--- config.mk ---
export PLATFORM = sky130hd
export DESIGN_NAME = lsie_top
export DESIGN_NICKNAME = d
export VERILOG_FILES = /design/src/logic/lsie_pkg.sv /design/src/logic/lsie_top.sv /design/src/logic/lsie_sync.sv
export SDC_FILE = /design/constraint.sdc
export NUM_CORES = 1
export LEC_CHECK = 0
export ABC_CLOCK_PERIOD_IN_PS = 1900
export BUFFER_PORTS_ARGS = -buffer_cell sky130_fd_sc_hd__buf_2
export CORE_MARGIN = 5
export CORE_UTILIZATION = 58
export CTS_CLUSTER_DIAMETER = 40
export DETAILED_ROUTE_END_ITERATION = 12
export GPL_ROUTABILITY_DRIVEN = 0
export PLACE_DENSITY = 0.78
export SYNTH_ARGS = -nofsm -noshare
export SYNTH_HDL_FRONTEND = slang
export SYNTH_SLANG_ARGS = --single-unit
export TNS_END_PERCENT = 5
--- constraint.sdc ---
create_clock -name mclk -period 1.9 [get_ports mclk]
set_clock_uncertainty 0.1 [all_clocks]
set_input_delay 0.095 -clock mclk [delete_from_list [all_inputs] [get_ports mclk]]
set_output_delay 0.095 -clock mclk [all_outputs]
set_load 0.05 [all_outputs]
--- src/logic/lsie_pkg.sv ---
// Package for the limit switch input evaluation block
package lsie_pkg;
  localparam logic [15:0] OFS_LIMIT_ENABLE_RESPONSE = 16'h060C;
  localparam logic [15:0] OFS_REFERENCE_SWITCH_POLARITY = 16'h061C;
  localparam logic [15:0] OFS_NEGATIVE_LIMIT_POLARITY = 16'h061E;
  localparam logic [15:0] OFS_POSITIVE_LIMIT_POLARITY = 16'h0620;
  localparam logic [15:0] OFS_CURRENT_LIMIT_INPUT_POLARITY = 16'h0850;
  localparam logic [15:0] OFS_OUTPUT_FUNCTION = 16'h0700;

  localparam logic [15:0] CODE_INACTIVE = 16'h0000;
  localparam logic [15:0] CODE_NC = 16'h0001;
  localparam logic [15:0] CODE_NO = 16'h0002;
  localparam logic [15:0] RESP_ERROR = 16'h0000;
  localparam logic [15:0] RESP_NO_ERROR = 16'h0001;

  localparam logic [15:0] RST_LIMIT_ENABLE_RESPONSE = 16'h0000;
  localparam logic [15:0] RST_REFERENCE_SWITCH_POLARITY = 16'h0001;
  localparam logic [15:0] RST_NEGATIVE_LIMIT_POLARITY = 16'h0001;
  localparam logic [15:0] RST_POSITIVE_LIMIT_POLARITY = 16'h0001;
  localparam logic [15:0] RST_CURRENT_LIMIT_INPUT_POLARITY = 16'h0002;
  localparam logic [15:0] RST_OUTPUT_FUNCTION = 16'h0010;

  localparam logic [15:0] FN_SELECTED_WARNING = 16'h0010;
  localparam logic [15:0] FN_POS_REG_CH1 = 16'h0012;
  localparam logic [15:0] FN_POS_REG_CH2 = 16'h0013;
  localparam logic [15:0] FN_POS_REG_CH3 = 16'h0014;
  localparam logic [15:0] FN_POS_REG_CH4 = 16'h0015;
  localparam logic [15:0] FN_MOVING_POSITIVE = 16'h0016;
  localparam logic [15:0] FN_MOVING_NEGATIVE = 16'h0017;

  typedef struct packed {
    logic wr;
    logic rd;
    logic [15:0] addr;
    logic [15:0] wdata;
  } lsie_req_t;

  typedef struct packed {
    logic ack;
    logic err;
    logic [15:0] rdata;
  } lsie_rsp_t;

  typedef struct packed {
    logic neg_limit;
    logic pos_limit;
    logic reference;
    logic current_limit;
  } lsie_sw_t;
endpackage

--- src/logic/lsie_top.sv ---
// Switch input evaluation and output function selection
module lsie_top (
  input wire logic mclk,
  input wire logic resetn,
  input wire lsie_pkg::lsie_req_t bus_req,
  output lsie_pkg::lsie_rsp_t bus_rsp,
  input wire lsie_pkg::lsie_sw_t sw_pins,
  input wire logic power_stage_enabled,
  input wire logic reference_move_active,
  input wire logic warning_class0,
  input wire logic [3:0] pos_capture,
  input wire logic motor_moving_pos,
  input wire logic motor_moving_neg,
  output logic neg_limit_active,
  output logic pos_limit_active,
  output logic reference_active,
  output logic current_limit_active,
  output logic limit_enable_error,
  output logic function_output
);
  // Written (stored) selections
  logic [15:0] resp_q;
  logic [15:0] ref_pol_q;
  logic [15:0] neg_pol_q;
  logic [15:0] pos_pol_q;
  logic [15:0] cur_pol_q;
  logic [15:0] out_fn_q;
  // Selections in effect
  logic [15:0] ref_eff_q;
  logic [15:0] neg_eff_q;
  logic [15:0] pos_eff_q;
  logic [15:0] cur_eff_q;
  logic [15:0] out_fn_eff_q;
  logic ps_en_q;
  logic ps_rise_q;
  logic ps_rise;
  logic fn_loaded_q;
  lsie_pkg::lsie_sw_t sw_s;
  logic neg_d;
  logic pos_d;
  logic ref_d;
  logic cur_d;
  logic fn_d;
  logic wr_ok;
  logic wr_valid;
  logic hit;

  lsie_sync #(.WIDTH(4)) u_sync (
    .mclk(mclk),
    .resetn(resetn),
    .din(sw_pins),
    .dout(sw_s)
  );

  assign ps_rise = power_stage_enabled && !ps_en_q;

  always_ff @(posedge mclk or negedge resetn) begin
    if (!resetn) begin
      ps_en_q <= 1'b0;
      ps_rise_q <= 1'b0;
    end else begin
      ps_en_q <= power_stage_enabled;
      ps_rise_q <= ps_rise;
    end
  end

  function automatic logic fn_code_ok(input logic [15:0] code);
    fn_code_ok = code == lsie_pkg::FN_SELECTED_WARNING
                 || (code >= lsie_pkg::FN_POS_REG_CH1 && code <= lsie_pkg::FN_MOVING_NEGATIVE);
  endfunction

  // Range check per offset
  always_comb begin
    hit = 1'b1;
    wr_valid = 1'b0;
    unique case (bus_req.addr)
      lsie_pkg::OFS_LIMIT_ENABLE_RESPONSE:
        wr_valid = bus_req.wdata == lsie_pkg::RESP_ERROR || bus_req.wdata == lsie_pkg::RESP_NO_ERROR;
      lsie_pkg::OFS_REFERENCE_SWITCH_POLARITY,
      lsie_pkg::OFS_CURRENT_LIMIT_INPUT_POLARITY:
        wr_valid = bus_req.wdata == lsie_pkg::CODE_NC || bus_req.wdata == lsie_pkg::CODE_NO;
      lsie_pkg::OFS_NEGATIVE_LIMIT_POLARITY,
      lsie_pkg::OFS_POSITIVE_LIMIT_POLARITY:
        wr_valid = bus_req.wdata <= lsie_pkg::CODE_NO;
      lsie_pkg::OFS_OUTPUT_FUNCTION:
        wr_valid = fn_code_ok(bus_req.wdata);
      default: hit = 1'b0;
    endcase
  end

  // Response selection is writable any time; the rest only with power stage off
  assign wr_ok = bus_req.wr && hit && wr_valid
                 && (bus_req.addr == lsie_pkg::OFS_LIMIT_ENABLE_RESPONSE || !power_stage_enabled);

  always_ff @(posedge mclk or negedge resetn) begin
    if (!resetn) begin
      resp_q <= lsie_pkg::RST_LIMIT_ENABLE_RESPONSE;
      ref_pol_q <= lsie_pkg::RST_REFERENCE_SWITCH_POLARITY;
      neg_pol_q <= lsie_pkg::RST_NEGATIVE_LIMIT_POLARITY;
      pos_pol_q <= lsie_pkg::RST_POSITIVE_LIMIT_POLARITY;
      cur_pol_q <= lsie_pkg::RST_CURRENT_LIMIT_INPUT_POLARITY;
    end else if (wr_ok) begin
      unique case (bus_req.addr)
        lsie_pkg::OFS_LIMIT_ENABLE_RESPONSE: resp_q <= bus_req.wdata;
        lsie_pkg::OFS_REFERENCE_SWITCH_POLARITY: ref_pol_q <= bus_req.wdata;
        lsie_pkg::OFS_NEGATIVE_LIMIT_POLARITY: neg_pol_q <= bus_req.wdata;
        lsie_pkg::OFS_POSITIVE_LIMIT_POLARITY: pos_pol_q <= bus_req.wdata;
        lsie_pkg::OFS_CURRENT_LIMIT_INPUT_POLARITY: cur_pol_q <= bus_req.wdata;
        default: ;
      endcase
    end
  end

  // Persistent selection: no reset, so a power-up applies it instead of wiping it
  always_ff @(posedge mclk) begin
    if (wr_ok && bus_req.addr == lsie_pkg::OFS_OUTPUT_FUNCTION) begin
      out_fn_q <= bus_req.wdata;
    end
  end

  // Bus answer: one cycle after request; error on unmapped, bad code or locked
  always_ff @(posedge mclk or negedge resetn) begin
    if (!resetn) begin
      bus_rsp <= '0;
    end else begin
      bus_rsp.ack <= bus_req.wr || bus_req.rd;
      bus_rsp.err <= (bus_req.wr && !wr_ok) || (bus_req.rd && !hit);
      bus_rsp.rdata <= 16'h0000;
      if (bus_req.rd) begin
        unique case (bus_req.addr)
          lsie_pkg::OFS_LIMIT_ENABLE_RESPONSE: bus_rsp.rdata <= resp_q;
          lsie_pkg::OFS_REFERENCE_SWITCH_POLARITY: bus_rsp.rdata <= ref_pol_q;
          lsie_pkg::OFS_NEGATIVE_LIMIT_POLARITY: bus_rsp.rdata <= neg_pol_q;
          lsie_pkg::OFS_POSITIVE_LIMIT_POLARITY: bus_rsp.rdata <= pos_pol_q;
          lsie_pkg::OFS_CURRENT_LIMIT_INPUT_POLARITY: bus_rsp.rdata <= cur_pol_q;
          lsie_pkg::OFS_OUTPUT_FUNCTION: bus_rsp.rdata <= out_fn_q;
          default: bus_rsp.rdata <= 16'h0000;
        endcase
      end
    end
  end

  // Evaluation codes go live on the enable edge
  always_ff @(posedge mclk or negedge resetn) begin
    if (!resetn) begin
      ref_eff_q <= lsie_pkg::RST_REFERENCE_SWITCH_POLARITY;
      neg_eff_q <= lsie_pkg::RST_NEGATIVE_LIMIT_POLARITY;
      pos_eff_q <= lsie_pkg::RST_POSITIVE_LIMIT_POLARITY;
      cur_eff_q <= lsie_pkg::RST_CURRENT_LIMIT_INPUT_POLARITY;
    end else if (ps_rise) begin
      ref_eff_q <= ref_pol_q;
      neg_eff_q <= neg_pol_q;
      pos_eff_q <= pos_pol_q;
      cur_eff_q <= cur_pol_q;
    end
  end

  // Output function is taken once after reset, standing in for power-up
  always_ff @(posedge mclk or negedge resetn) begin
    if (!resetn) begin
      out_fn_eff_q <= lsie_pkg::RST_OUTPUT_FUNCTION;
      fn_loaded_q <= 1'b0;
    end else if (!fn_loaded_q) begin
      // Junk in the persistent word at first power-up falls back to the default
      if (fn_code_ok(out_fn_q)) begin
        out_fn_eff_q <= out_fn_q;
      end else begin
        out_fn_eff_q <= lsie_pkg::RST_OUTPUT_FUNCTION;
      end
      fn_loaded_q <= 1'b1;
    end
  end

  function automatic logic eval(input logic [15:0] code, input logic pin);
    unique case (code)
      lsie_pkg::CODE_NC: eval = !pin;
      lsie_pkg::CODE_NO: eval = pin;
      default: eval = 1'b0;
    endcase
  endfunction

  always_comb begin
    neg_d = eval(neg_eff_q, sw_s.neg_limit);
    pos_d = eval(pos_eff_q, sw_s.pos_limit);
    ref_d = reference_move_active && eval(ref_eff_q, sw_s.reference);
    cur_d = eval(cur_eff_q, sw_s.current_limit);
  end

  always_ff @(posedge mclk or negedge resetn) begin
    if (!resetn) begin
      neg_limit_active <= 1'b0;
      pos_limit_active <= 1'b0;
      reference_active <= 1'b0;
      current_limit_active <= 1'b0;
    end else begin
      neg_limit_active <= neg_d;
      pos_limit_active <= pos_d;
      reference_active <= ref_d;
      current_limit_active <= cur_d;
    end
  end

  // Checked one cycle after the enable edge, against freshly latched codes
  always_ff @(posedge mclk or negedge resetn) begin
    if (!resetn) begin
      limit_enable_error <= 1'b0;
    end else if (!power_stage_enabled) begin
      limit_enable_error <= 1'b0;
    end else if (ps_rise_q && (neg_d || pos_d) && resp_q == lsie_pkg::RESP_ERROR) begin
      limit_enable_error <= 1'b1;
    end
  end

  always_comb begin
    unique case (out_fn_eff_q)
      lsie_pkg::FN_SELECTED_WARNING: fn_d = warning_class0;
      lsie_pkg::FN_POS_REG_CH1: fn_d = pos_capture[0];
      lsie_pkg::FN_POS_REG_CH2: fn_d = pos_capture[1];
      lsie_pkg::FN_POS_REG_CH3: fn_d = pos_capture[2];
      lsie_pkg::FN_POS_REG_CH4: fn_d = pos_capture[3];
      lsie_pkg::FN_MOVING_POSITIVE: fn_d = motor_moving_pos;
      lsie_pkg::FN_MOVING_NEGATIVE: fn_d = motor_moving_neg;
      default: fn_d = 1'b0;
    endcase
  end

  always_ff @(posedge mclk or negedge resetn) begin
    if (!resetn) begin
      function_output <= 1'b0;
    end else begin
      function_output <= fn_d;
    end
  end

  AST_WARN_OUT: assert property (@(posedge mclk) disable iff (!resetn)
    out_fn_eff_q == lsie_pkg::FN_SELECTED_WARNING |=> function_output == $past(warning_class0))
    else $error("Warning output mismatch");
  AST_CAPTURE_OUT: assert property (@(posedge mclk) disable iff (!resetn)
    out_fn_eff_q == lsie_pkg::FN_POS_REG_CH3 |=> function_output == $past(pos_capture[2]))
    else $error("Capture channel output mismatch");
  AST_MOVE_NEG: assert property (@(posedge mclk) disable iff (!resetn)
    out_fn_eff_q == lsie_pkg::FN_MOVING_NEGATIVE |=> function_output == $past(motor_moving_neg))
    else $error("Negative motion output mismatch");
  AST_FN_FROZEN: assert property (@(posedge mclk) disable iff (!resetn)
    fn_loaded_q |=> $stable(out_fn_eff_q))
    else $error("Output function changed before power-up");
  AST_LOCKED: assert property (@(posedge mclk) disable iff (!resetn)
    power_stage_enabled && bus_req.wr && bus_req.addr == lsie_pkg::OFS_NEGATIVE_LIMIT_POLARITY
    |=> $stable(neg_pol_q))
    else $error("Selection written while power stage on");
  AST_LATCH: assert property (@(posedge mclk) disable iff (!resetn)
    !ps_rise |=> $stable(pos_eff_q))
    else $error("Evaluation code changed outside enable edge");
  AST_INACTIVE: assert property (@(posedge mclk) disable iff (!resetn)
    neg_eff_q == lsie_pkg::CODE_INACTIVE |=> !neg_limit_active)
    else $error("Ignored limit reported active");
  AST_REF_MASK: assert property (@(posedge mclk) disable iff (!resetn)
    !reference_move_active |=> !reference_active)
    else $error("Reference switch honoured outside reference movement");
  AST_RANGE: assert property (@(posedge mclk) disable iff (!resetn)
    bus_req.wr && bus_req.addr == lsie_pkg::OFS_POSITIVE_LIMIT_POLARITY && bus_req.wdata > lsie_pkg::CODE_NO
    |=> $stable(pos_pol_q))
    else $error("Out-of-range code stored");
  AST_NO_ERR: assert property (@(posedge mclk) disable iff (!resetn)
    resp_q == lsie_pkg::RESP_NO_ERROR && !limit_enable_error |=> !limit_enable_error)
    else $error("Error raised with response selection 1");
  // Evaluation path
  AST_SYNC: assert property (@(posedge mclk) disable iff (!resetn)
    $past(resetn, 2) |-> sw_s == $past(sw_pins, 2))
    else $error("Switch synchroniser latency wrong");
  AST_NEG_NC: assert property (@(posedge mclk) disable iff (!resetn)
    neg_eff_q == lsie_pkg::CODE_NC |=> neg_limit_active == !$past(sw_s.neg_limit))
    else $error("Normally-closed negative limit misread");
  AST_NEG_NO: assert property (@(posedge mclk) disable iff (!resetn)
    neg_eff_q == lsie_pkg::CODE_NO |=> neg_limit_active == $past(sw_s.neg_limit))
    else $error("Normally-open negative limit misread");
  AST_POS_NC: assert property (@(posedge mclk) disable iff (!resetn)
    pos_eff_q == lsie_pkg::CODE_NC |=> pos_limit_active == !$past(sw_s.pos_limit))
    else $error("Normally-closed positive limit misread");
  AST_POS_OFF: assert property (@(posedge mclk) disable iff (!resetn)
    pos_eff_q == lsie_pkg::CODE_INACTIVE |=> !pos_limit_active)
    else $error("Ignored positive limit reported active");
  AST_CUR_NC: assert property (@(posedge mclk) disable iff (!resetn)
    cur_eff_q == lsie_pkg::CODE_NC |=> current_limit_active == !$past(sw_s.current_limit))
    else $error("Normally-closed current limit misread");
  AST_CUR_NO: assert property (@(posedge mclk) disable iff (!resetn)
    cur_eff_q == lsie_pkg::CODE_NO |=> current_limit_active == $past(sw_s.current_limit))
    else $error("Normally-open current limit misread");
  AST_REF_NC: assert property (@(posedge mclk) disable iff (!resetn)
    reference_move_active && ref_eff_q == lsie_pkg::CODE_NC
    |=> reference_active == !$past(sw_s.reference))
    else $error("Normally-closed reference switch misread");
  AST_REF_NO: assert property (@(posedge mclk) disable iff (!resetn)
    reference_move_active && ref_eff_q == lsie_pkg::CODE_NO
    |=> reference_active == $past(sw_s.reference))
    else $error("Normally-open reference switch misread");
  AST_EFF_LOAD: assert property (@(posedge mclk) disable iff (!resetn)
    ps_rise |=> neg_eff_q == $past(neg_pol_q))
    else $error("Stored code not taken at enable edge");
  AST_REF_HELD: assert property (@(posedge mclk) disable iff (!resetn)
    !ps_rise |=> $stable(ref_eff_q))
    else $error("Reference code changed outside enable edge");
  // Enable response and bus refusals
  AST_ERR_RAISE: assert property (@(posedge mclk) disable iff (!resetn)
    ps_rise_q && power_stage_enabled && resp_q == lsie_pkg::RESP_ERROR
    |=> limit_enable_error == (neg_limit_active || pos_limit_active))
    else $error("Enable error does not follow active limit");
  AST_ERR_CLEAR: assert property (@(posedge mclk) disable iff (!resetn)
    !power_stage_enabled |=> !limit_enable_error)
    else $error("Enable error kept with power stage off");
  AST_RESP_LIVE: assert property (@(posedge mclk) disable iff (!resetn)
    bus_req.wr && bus_req.addr == lsie_pkg::OFS_LIMIT_ENABLE_RESPONSE
    && bus_req.wdata == lsie_pkg::RESP_NO_ERROR |=> resp_q == lsie_pkg::RESP_NO_ERROR)
    else $error("Response selection not applied at once");
  AST_REF_RANGE: assert property (@(posedge mclk) disable iff (!resetn)
    bus_req.wr && bus_req.addr == lsie_pkg::OFS_REFERENCE_SWITCH_POLARITY
    && bus_req.wdata == lsie_pkg::CODE_INACTIVE |=> $stable(ref_pol_q))
    else $error("Illegal reference code stored");
  AST_LOCK_ERR: assert property (@(posedge mclk) disable iff (!resetn)
    power_stage_enabled && bus_req.wr && bus_req.addr != lsie_pkg::OFS_LIMIT_ENABLE_RESPONSE
    |=> bus_rsp.err)
    else $error("Locked write not refused");
  // Output function routing
  AST_MOVE_POS: assert property (@(posedge mclk) disable iff (!resetn)
    out_fn_eff_q == lsie_pkg::FN_MOVING_POSITIVE |=> function_output == $past(motor_moving_pos))
    else $error("Positive motion output mismatch");
  AST_CAPTURE_CH1: assert property (@(posedge mclk) disable iff (!resetn)
    out_fn_eff_q == lsie_pkg::FN_POS_REG_CH1 |=> function_output == $past(pos_capture[0]))
    else $error("Capture channel 1 output mismatch");
  AST_CAPTURE_CH2: assert property (@(posedge mclk) disable iff (!resetn)
    out_fn_eff_q == lsie_pkg::FN_POS_REG_CH2 |=> function_output == $past(pos_capture[1]))
    else $error("Capture channel 2 output mismatch");
  AST_CAPTURE_CH4: assert property (@(posedge mclk) disable iff (!resetn)
    out_fn_eff_q == lsie_pkg::FN_POS_REG_CH4 |=> function_output == $past(pos_capture[3]))
    else $error("Capture channel 4 output mismatch");
endmodule // lsie_top

--- src/logic/lsie_sync.sv ---
// Two-stage synchroniser, one per bit
module lsie_sync #(
  parameter int WIDTH = 4
) (
  input wire logic mclk,
  input wire logic resetn,
  input wire logic [WIDTH-1:0] din,
  output logic [WIDTH-1:0] dout
);
  logic [WIDTH-1:0] meta_q;

  for (genvar i = 0; i < WIDTH; i++) begin : g_bit
    always_ff @(posedge mclk or negedge resetn) begin
      if (!resetn) begin
        meta_q[i] <= 1'b0;
        dout[i] <= 1'b0;
      end else begin
        meta_q[i] <= din[i];
        dout[i] <= meta_q[i];
      end
    end
  end
endmodule // lsie_sync

==> results of run 1 <==
timing repair:
action                     4_1_cts  5_1_grt
hold endpoints to repair       236        0
hold buffers                    34        0
buffers inserted                 1        3
gates cloned                     0        3
pin swaps                        1        6
gates resized for setup          2       19
setup endpoints to repair       12       86
synthesized netlist by cell type, types with 14 or more instances:
| cell type | instances |
|---|---|
| dfrtp_1 | 186 |
| o21ai_0 | 44 |
| o21a_1 | 17 |
| mux2_2 | 65 |
| nand2_1 | 112 |
| edfxtp_1 | 16 |
| nor3_1 | 14 |
| nor4_1 | 22 |
| a21boi_0 | 15 |
| a221oi_1 | 16 |
| nor2_1 | 16 |
| clkbuf_1 | 21 |
| and2_1 | 27 |
| o2bb2ai_1 | 16 |
| mux2i_1 | 18 |
power by group:
part	total, uW	switching [uW]	internal, uW
Combinational	520	284	236
Clock	4990	2070	2920
Sequential	4580	12.7	4570
state kept, by name (all words and copies together) (netlist names), 4 cells and up:
signal	flops
bus_rsp	18
cur_eff_q	16
cur_pol_q	16
neg_eff_q	16
neg_pol_q	16
out_fn_eff_q	16
out_fn_q	16
pos_eff_q	16
pos_pol_q	16
ref_eff_q	16
ref_pol_q	16
resp_q	16
u_sync.dout	4
u_sync.meta_q	4
stage by stage:
| step | setup slack, ns | hold slack [ns] | power (uW) | cell area (sq um) | cells |
|---|---|---|---|---|---|
| 6_report | -0.0572 | 0.0387 | 10100 | 11700 | 1148 |
| 5_1_grt | -0.0688 | 0.0664 | 10400 | 11700 | 1148 |
| 4_1_cts | 0.0219 | 0.0145 | 10100 | 11500 | 1142 |
| 3_5_place_dp | -0.542 | 0.0227 | 5100 | 10200 | 1058 |
| 3_3_place_gp | -0.495 | 0.0201 | 5090 | 10200 | 1058 |
| 2_1_floorplan | -0.465 | -0.301 | 4800 | 8950 | 746 |
logic make-up after synthesis:
kind of cell,Yosys count,share of synthesized area (%)
simple gates,257,15.4
other cells,1,0.0421
flops,211,60.3
mux,84,10.5
buf+inv,43,2.04
compound gates,150,11.7
routing by layer:
metal  share of wire, %  vias to the layer above
met2                 49                      450
met5                  0                        -
met1                 38                     3679
met4                5.7                        0
met3                7.1                      106
li1                   -                     3109
final cells by class:
class / instances / area, sq um
Sequential cell: 211 / 5370
Multi-Input combinational cell: 492 / 3510
Fill cell: 841 / 3460
Timing Repair Buffer: 205 / 1670
Clock buffer: 31 / 721
Tap cell: 188 / 235
Clock inverter: 18 / 174
Inverter: 3 / 11.3
worst register-to-register path: stages, from the launching register on:
cell     delay [ns]
dfrtp_1        0.39
nor4_1         0.42
nand4_1        0.18
a21oi_1        0.37
o21a_1         0.20
o21a_1         0.11
path summary, 6_finish.rpt:
path	end	start	cells after the start
setup / recovery	cur_pol_q[0]	bus_req[29]	8
hold / removal	out_fn_eff_q[9]	resetn	2
setup reg to reg	limit_enable_error	pos_eff_q[9]	5
hold reg to reg	u_sync.dout[3]	u_sync.meta_q[3]	0
max in group asynchronous	neg_eff_q[0]	resetn	3
min in group mclk	neg_pol_q[1]	bus_req[1]	6
==> results.md, run 1 <==
- Initial core utilization: about three fifths
- Period utilisation layout: 103%
- Die area: 0.0179 sq mm
- Fin. max-slew vios: 0
- Worst setup path class: primary input to register
- DR vias/cell: ~6.4
- Final core utilization: between 70% and 80%
- Clock latency on the worst-skew pair: 0.53 ns
- CP bufs+invs: 2
- # setup viols final: 1
- Layout net count: just under 1000
- Overall routed net length: about 26 mm
- Drt wl/cell: between 20 and 25 um
- Slowest CP cell: or4_4
- Hold Path Class: primary input to async pin
- Synthesis warning total: 0
- H-Tree Depth: 1
- Die Span X: ~130 um
- Initial antenna violation count: 0
- Global Route met2 Usage: between 40% and 50%
- First-pass GRT wire length: around 40 mm
- DP HPWL: 16.1 mm
- Diode count: 0
- Share of flip-flops with an asynchronous set or reset: between 90 and 100%
- Share of the synthesized area in the top cell type: roughly 52%
- Main area contributors after synthesis: dfrtp_1 (52%), mux2_2 (8.2%), edfxtp_1 (5.4%)
- CP endpoint kind: register
- Most common cell after layout, fill and taps aside: dfrtp_1
- Critical Path RT: about 2.3 ns
- Rows: 45
- CP max FO: 31
- Worst path max stage delay: approximately 0.57 ns
- Min Tclk post-route: around 2.0 ns
- Clock tree buffer depth: 3
- Busiest layer in global routing: met2
- Max Freq: just over 500 MHz
- Slew headroom: between 50% and 60%
- Post-Syn Area per Cell: around 12 sq um
- Startpoint types: primary input
- Met1 Usage GRT: 35.3%
- Outcome: finished with violations
- Reg2reg setup slack: 0.07 ns
- PwrDens: about 860 mW/mm^2
- Post-synth EDFFs: 16
- Violated checks: negative setup slack
- Clock Pin Slew Worst Setup and Hold Paths: roughly 0.06 ns
- Met3 Use GR: under 10%
- Syn Nets: between 700 and 800
- Setup TNS: -0.0572 ns
- Die Span Y: 134 um
- Most frequent cells in the layout: dfrtp_1 (186), nand2_1 (112), buf_4 (82)
- Post-route ant nets: 0
- Number of remaining DRC errors: 0
- Setup WS post-layout: -0.0572 ns
- Post-Syn Area: slightly below 0.009 sq mm
- Total gr overflow: 0
- Max-cap violation count: 0
- Synth cell types: 64
- Share of layout cells above drive strength 1: approximately 34%
- Iteration-0 DRC Markers: roughly 820
- Core ar.: 0.0151 sq mm
- CTS sink count: between 200 and 250
- Vias: roughly 7300
- Total GRT Usage: ~28%
- Layout area overhead: 31.3%
- IO Pins: 73
- Ys flop type: dfrtp_1
- CP Data Arrival Time: between 2 and 2.5 ns
- Port Buffers: 72
- Slew @ Worst Pin: ~0.65 ns
- TritonCTS clock tree: done
- CP cell instances: buf_2 > or4_4 > or3_4 > a2111o_1 > buf_6 > nor3_1 > a21oi_1 > nand3_1
- Unrepaired setup endpoints after global routing: yes
- Initial DRT Pass Iterations: 5
- Clk root buf: clkbuf_16
- Total CTS buffers: 27
- Vias in the first global route: 7504
- Cells after synthesis: 746
- Hold Vio Cnt, Final: 0
- Worst vdd ir: between 0.7 and 0.8 mV
- Synthesized flop and latch total: about 210
- Area leader, netlist: dfrtp_1
- Sequential fraction of the synthesis area: between 60% and 70%
- Leakage: approximately 0.0054 uW
- Pin count of the biggest net entering global routing: 66
- Crit path max-delay family: simple AND/OR/NAND/NOR gates
(Power assumes the default switching activity.)
==> run 2: changes to the inputs <==
--- a/config.mk
+++ b/config.mk
@@ -14,4 +14,5 @@
 export GPL_ROUTABILITY_DRIVEN = 0
 export PLACE_DENSITY = 0.78
+export REMOVE_ABC_BUFFERS = 1
 export SYNTH_ARGS = -nofsm -noshare
 export SYNTH_HDL_FRONTEND = slang
--- a/constraint.sdc
+++ b/constraint.sdc
@@ -3,3 +3,3 @@
 set_input_delay 0.095 -clock mclk [delete_from_list [all_inputs] [get_ports mclk]]
 set_output_delay 0.095 -clock mclk [all_outputs]
-set_load 0.05 [all_outputs]
+set_load 0.01 [all_outputs]
==> run 2 against run 1 <==
  * The run ends with negative hold slack, negative setup slack left
  * Sequential share of layout area rose by 0.089 points
  * Setup slack got worse by 0.12 ns
  * First-iteration DRC count increased by 0.61%
  * Core utilization shrank 0.15 points
  * Critical path type unchanged
  * Global-route usage down 1.9 points
  * Worst hold slack got worse by 0.050 ns
  * Sequential power is essentially flat
==> results.md, run 2 (synthesis gave the netlist of run 1 again) <==
- DP Cell Count: 1051 (-0.66%)
- Rows: 45 (unchanged)
- Die Span X: 134 um (unchanged)
- CP endpoint kind: register
- Reg2Reg Launch Point: pos_eff_q[9]
- PwrDens: 911 mW/mm^2 (+5.6%)
- Worst path max stage delay: 0.55 ns (-0.02 ns)
- Clk root buf: clkbuf_16
- H-Tree Depth: 1 (unchanged)
- TritonCTS clock tree: done
- Port Buffers: 72 (unchanged)
- Worst vdd ir: 0.843 mV (+12%)
- Setup TNS: -4.39 ns (-4.33 ns)
- Outcome: finished with violations
- Most frequent cells in the layout: dfrtp_1 (186), nand2_1 (112), buf_4 (77)
- Hold Path Class: primary input to async pin
- Clock Pin Slew Worst Setup and Hold Paths: 0.06 ns (about the same)
- Total GRT Usage: 26.4% (-1.9 points)
- Total power: 10600 uW (+5.4%)
- Layout net count: 982 (-0.71%)
- Setup WS post-layout: -0.176 ns (-0.119 ns)
- DR vias/cell: 6.31 (-1.3%)
- Hold Vio Cnt, Final: 5 (+5)
- IO Pins: 73 (unchanged)
- CP cell instances: buf_6 > or4_4 > buf_6 > nor3_4 > buf_6 > nand2_2 > o21ai_1 > o21ai_2 > a21boi_2 > buf_4 > buf_6
- Post-route ant nets: 0 (unchanged)
- Max Freq: 482 MHz (-5.7%)
- CTS sink count: 211 (unchanged)
- # fillers: 842 (+0.12%)
- Clock latency on the worst-skew pair: 0.54 ns (about the same)
- Period utilisation layout: 109% (+6.3 points)
- Most common cell after layout, fill and taps aside: dfrtp_1
- Total CTS buffers: 28 (+3.7%)
- Overall routed net length: 25.1 mm (-4.7%)
- Register Area: 0.00537 sq mm (unchanged)
- Iteration-0 DRC Markers: 826 (+0.61%)
- Unrepaired setup endpoints after global routing: yes
- Reg2reg setup slack: 0.02 ns (-0.05 ns)
- Leakage: 0.00538 uW (about the same)
- DP HPWL: 15.3 mm (-4.9%)
- Multi-input gate area: 0.00345 sq mm (-1.5%)
- Initial core utilization: 58.8% (unchanged)
- Finished Layout Cells: 1143 (-0.44%)
- Drt wl/cell: 22.0 um (-4.2%)
- Clock tree buffer depth: 3 (unchanged)
- Die Span Y: 134 um (unchanged)
- Layout area overhead: 31.0%
- Slowest CP cell: or4_4
- Pre-CTS setup slack: -0.591 ns (-0.0487 ns)
- Die area: 0.0179 sq mm (unchanged)
- Biggest register: bus_rsp
- R2R cell count: 6 (+1)
- Min Tclk post-route: 2.08 ns (+0.119 ns)
- Slew @ Worst Pin: 0.532 ns (-0.116 ns)
- Startpoint types: primary input
- Share of layout cells above drive strength 1: 33.8% (-0.24 points)
- CP max FO: 7 (-77%)
- # setup viols final: 69 (+68)
- Fin. max-slew vios: 0 (unchanged)
- Hold_ws: -0.0115 ns (-0.0502 ns)
- Critical Path RT: 2.06 ns (-0.19 ns)
- Diode count: 0 (unchanged)
- Pin count of the biggest net entering global routing: 66 (unchanged)
- Initial antenna violation count: 0 (unchanged)
- Worst setup path class: primary input to register
- Total gr overflow: 0 (unchanged)
- Reg2Reg Capture Point: limit_enable_error
- Vias in the first global route: 7175 (-4.4%)
- Slew headroom: 64.2% (+7.5 points)
- Violated checks: negative hold slack, negative setup slack
- Max reg flops: 18 (unchanged)
- First-pass GRT wire length: 38.0 mm (-5.5%)
- Max-cap violation count: 0 (unchanged)
- Vias: 7218 (-1.7%)
- Core ar.: 0.0151 sq mm (unchanged)
- Number of remaining DRC errors: 0 (unchanged)
- Initial DRT Pass Iterations: 5 (unchanged)
- CP Data Arrival Time: 2.23 ns (-0.08 ns)
- Most used cell, CP: buf_6
==> run 2: cell types whose count changed in the layout (fill, tap and decap cells not counted), sizes merged <==
cell / change
clkbuf: +5
clkinv: -1
bufinv: +3
buf: -6
clkinvlp: -1
dlygate4sd3: -2
inv: -3
==> run 2: per-layer routing <==
| metal | vias up | GRT usage, % | part of all wire (%) |
|---|---|---|---|
| met5 | - | 0 | 0 |
| met4 | 0 | 10.7 | 4.8 |
| met3 | 112 | 4.43 | 7.4 |
| met2 | 414 | 42.8 | 48 |
| met1 | 3591 | 35.8 | 39 |
| li1 | 3101 | - | - |
==> run 2: final cells by class <==
| type | instances | area share, % |
|---|---|---|
| tap | 188 | 2.02 |
| timing repair buffer | 197 | 13.5 |
| sequential | 211 | 46.0 |
| multi-input combinational | 492 | 29.6 |
| clock inverter | 16 | 1.98 |
| inverter | 3 | 0.0965 |
| clock buffer | 36 | 6.78 |
==> run 2: worst max path at each step <==
stage / startpoint / to / depth (start not counted)
2_1_floorplan: ps_en_q / cur_eff_q[0] / 2
3_3_place_gp: bus_req[29] / out_fn_q[14] / 8
3_5_place_dp: bus_req[29] / ref_pol_q[1] / 9
4_1_cts: bus_req[29] / pos_pol_q[14] / 10
5_1_grt: bus_req[30] / out_fn_q[7] / 11
6_report: bus_req[30] / out_fn_q[7] / 11
==> run 2: metrics by stage <==
step / hold WS (ns) / cell area (sq um) / utilization, %
2_1_floorplan: -0.301 / 8730 / -
3_3_place_gp: -0.000166 / 10100 / 66.6
3_5_place_dp: 0.0100 / 10100 / 66.6
4_1_cts: 0.00481 / 11500 / 75.6
5_1_grt: 0.0535 / 11700 / 77.0
6_report: -0.0115 / 11700 / 77.0
==> run 2: report_power, final <==
part	internal, uW	total [uW]	switching (uW)	leakage (uW)
Clock	3530	5570	2040	0.000496
Sequential	4570	4580	9.21	0.00280
Combinational	218	483	265	0.00208
Total	8320	10600	2310	0.00538
==> run 2: timing repair <==
| item | 4_1_cts | 5_1_grt |
|---|---|---|
| hold endpoints to repair | 237 | 0 |
| gates resized for setup | 6 | 25 |
| gates cloned | 0 | 4 |
| pin swaps | 2 | 6 |
| hold buffers | 32 | 0 |
| buffers inserted | 1 | 3 |
| setup endpoints to repair | 31 | 80 |
==> run 2: critical path: cells and delay by family <==
kind | cells | cell delay (ns)
and+or+nand+nor | 3 | 0.77
AOI/OAI and AO/OA | 3 | 0.72
buffers and inverters | 5 | 0.64
==> run 3: changes to the inputs <==
- CORE_MARGIN: 5 -> 2
- CTS_BUF_LIST: unset -> sky130_fd_sc_hd__clkbuf_8
==> run 3 against run 2 <==
  * The flow finishes with violations (negative setup slack)
  * Design area down 3.5%
  * Clock power fell by 29%
  * Combinational power is 2% lower
  * Via count fell by 3.1%
  * Worst hold slack improved by 0.025 ns
  * Non-clock buffer count is 4 lower
  * Global-route usage rose by 2.3 points
  * Sequential power is essentially flat
  * First-iteration DRC count is 17% lower
  * Routed wire length decreased by 7.9%
  * Critical endpoint is now out_fn_q[12]
==> results.md, run 3 (synthesis gave the netlist of run 1 again) <==
- Core ar.: 0.0151 sq mm (-0.37%)
- Clk root buf: clkbuf_8
- Iteration-0 DRC Markers: 686 (-17%)
- Most common cell after layout, fill and taps aside: dfrtp_1
- First-pass GRT wire length: 36.7 mm (-3.5%)
- H-Tree Depth: 2 (+1)
- DP Cell Count: 1051 (unchanged)
- CP max FO: 8 (+1)
- Post-route ant nets: 0 (unchanged)
- Worst vdd ir: 0.557 mV (-34%)
- Clock tree buffer depth: 3 (unchanged)
- Setup TNS: -0.0361 ns (+4.35 ns)
- R2R cell count: 5 (-1)
- Layout area overhead: 26.4%
- Rows: 45 (unchanged)
- Reg2Reg Launch Point: pos_eff_q[12]
- Hold Vio Cnt, Final: 0 (-5)
- Share of layout cells above drive strength 1: 33.0% (-0.83 points)
- Critical Path RT: 2.03 ns (-0.03 ns)
- Number of remaining DRC errors: 0 (unchanged)
- Biggest register: bus_rsp
- Min Tclk post-route: 1.91 ns (-0.167 ns)
- Leakage: 0.00525 uW (-2.4%)
- Die Span X: 128 um (-4.5%)
- Reg2Reg Capture Point: limit_enable_error
- Reg2reg setup slack: 0.03 ns (about the same)
- Fin. max-slew vios: 0 (unchanged)
- Diode count: 0 (unchanged)
- Initial core utilization: 59.0% (+0.22 points)
- DR vias/cell: 6.07 (-3.8%)
- Vias: 6997 (-3.1%)
- Setup WS post-layout: -0.00937 ns (+0.167 ns)
- Overall routed net length: 23.2 mm (-7.9%)
- Slew headroom: 54.8% (-9.3 points)
- # setup viols final: 5 (-93%)
- Unrepaired setup endpoints after global routing: yes
- Port Buffers: 72 (unchanged)
- Total GRT Usage: 28.7% (+2.3 points)
- Pin count of the biggest net entering global routing: 66 (unchanged)
- Max-cap violation count: 0 (unchanged)
- Max Freq: 524 MHz (+8.7%)
- Max reg flops: 18 (unchanged)
- # fillers: 969 (+15%)
- Worst setup path class: primary input to register
- Initial DRT Pass Iterations: 7 (+2)
- Layout net count: 986 (+0.41%)
- Clock Pin Slew Worst Setup and Hold Paths: 0.06 ns (about the same)
- Total gr overflow: 0 (unchanged)
- IO Pins: 73 (unchanged)
- Pre-CTS setup slack: -0.612 ns (-0.0207 ns)
- Area post-placement: 0.0101 sq mm (unchanged)
- Vias in the first global route: 7167 (-0.11%)
- Finished Layout Cells: 1152 (+0.79%)
- DP HPWL: 15.2 mm (-1.1%)
- CTS sink count: 211 (unchanged)
- Slew @ Worst Pin: 0.677 ns (+0.145 ns)
- Most frequent cells in the layout: dfrtp_1 (186), nand2_1 (112), buf_4 (76)
- Clock latency on the worst-skew pair: 0.54 ns (about the same)
- Total power: 8990 uW (-15%)
- Drt wl/cell: 20.1 um (-8.6%)
- Final Cell Area: 0.0113 sq mm (-3.5%)
- Total CTS buffers: 36 (+29%)
- Startpoint types: primary input
- Die area: 0.0164 sq mm (-8.8%)
- Outcome: finished with violations
- CP Data Arrival Time: 2.04 ns (-0.19 ns)
- CP endpoint kind: register
- Initial antenna violation count: 0 (unchanged)
- TritonCTS clock tree: done
- PwrDens: 799 mW/mm^2 (-12%)
- Period utilisation layout: 100% (-8.8 points)
- Violated checks: negative setup slack
- Die Span Y: 128 um (-4.5%)
- Hold Path Class: primary input to async pin
[run 3: cell type report]
| type | instances | area (sq um) | area share, % |
|---|---|---|---|
| clock buffers | 41 | 564 | 5.01 |
| clock inverters | 24 | 143 | 1.27 |
| inverters | 3 | 11.3 | 0.100 |
| multi-input cells | 492 | 3440 | 30.5 |
| flip-flops and latches | 211 | 5370 | 47.7 |
| well taps | 188 | 235 | 2.09 |
| repair buffers | 193 | 1500 | 13.3 |
[run 3: what timing repair did]
item	in CTS	in global routing
hold buffers	33	0
gates cloned	0	2
buffers inserted	0	1
gates resized for setup	5	21
hold endpoints to repair	236	0
endpoints found under the setup margin	49	65
pin swaps	0	4
[run 3: metal layers]
layer	vias to the layer above	global-route usage [%]	share of wire [%]
met1	3497	38.5	40
met2	318	46.8	49
li1	3108	-	-
met3	74	5.05	6.8
met4	0	12.0	3.5
met5	-	0	0
[run 3: metrics by stage]
stage | hold WS [ns] | utilization (%)
after detailed placement | 0.0149 | 66.8
after global routing | 0.0536 | 74.6
after CTS | 0.0135 | 73.9
after floorplan | -0.301 | -
after global placement | 0.0101 | 66.8
final | 0.0133 | 74.6
[run 3: where the power goes]
group	leakage, uW	internal (uW)	total (uW)	switching [uW]
clock	0.000408	2130	3940	1810
combinational	0.00204	220	471	251
sequential	0.00280	4570	4580	14.4
total	0.00525	6920	8990	2070
[run 3: worst max-delay path by stage]
stage,slack (ns),to,cells past startpoint,startpoint
global route,-0.05,cur_pol_q[0],8,bus_req[29]
global placement,-0.62,ref_pol_q[4],9,bus_req[3]
finish,-0.009,out_fn_q[12],8,bus_req[29]
CTS,0.001,cur_pol_q[9],9,bus_req[29]
floorplan,-2.00,cur_eff_q[0],2,ps_en_q
detailed placement,-0.61,cur_pol_q[9],9,bus_req[3]
[run 3: critical path: stages]
cell      delay (ns)
buf_6           0.09
or4_4           0.56
or3_4           0.39
nor3_4          0.23
o21a_1          0.17
o21ai_2         0.08
a21boi_2        0.24
buf_6           0.19
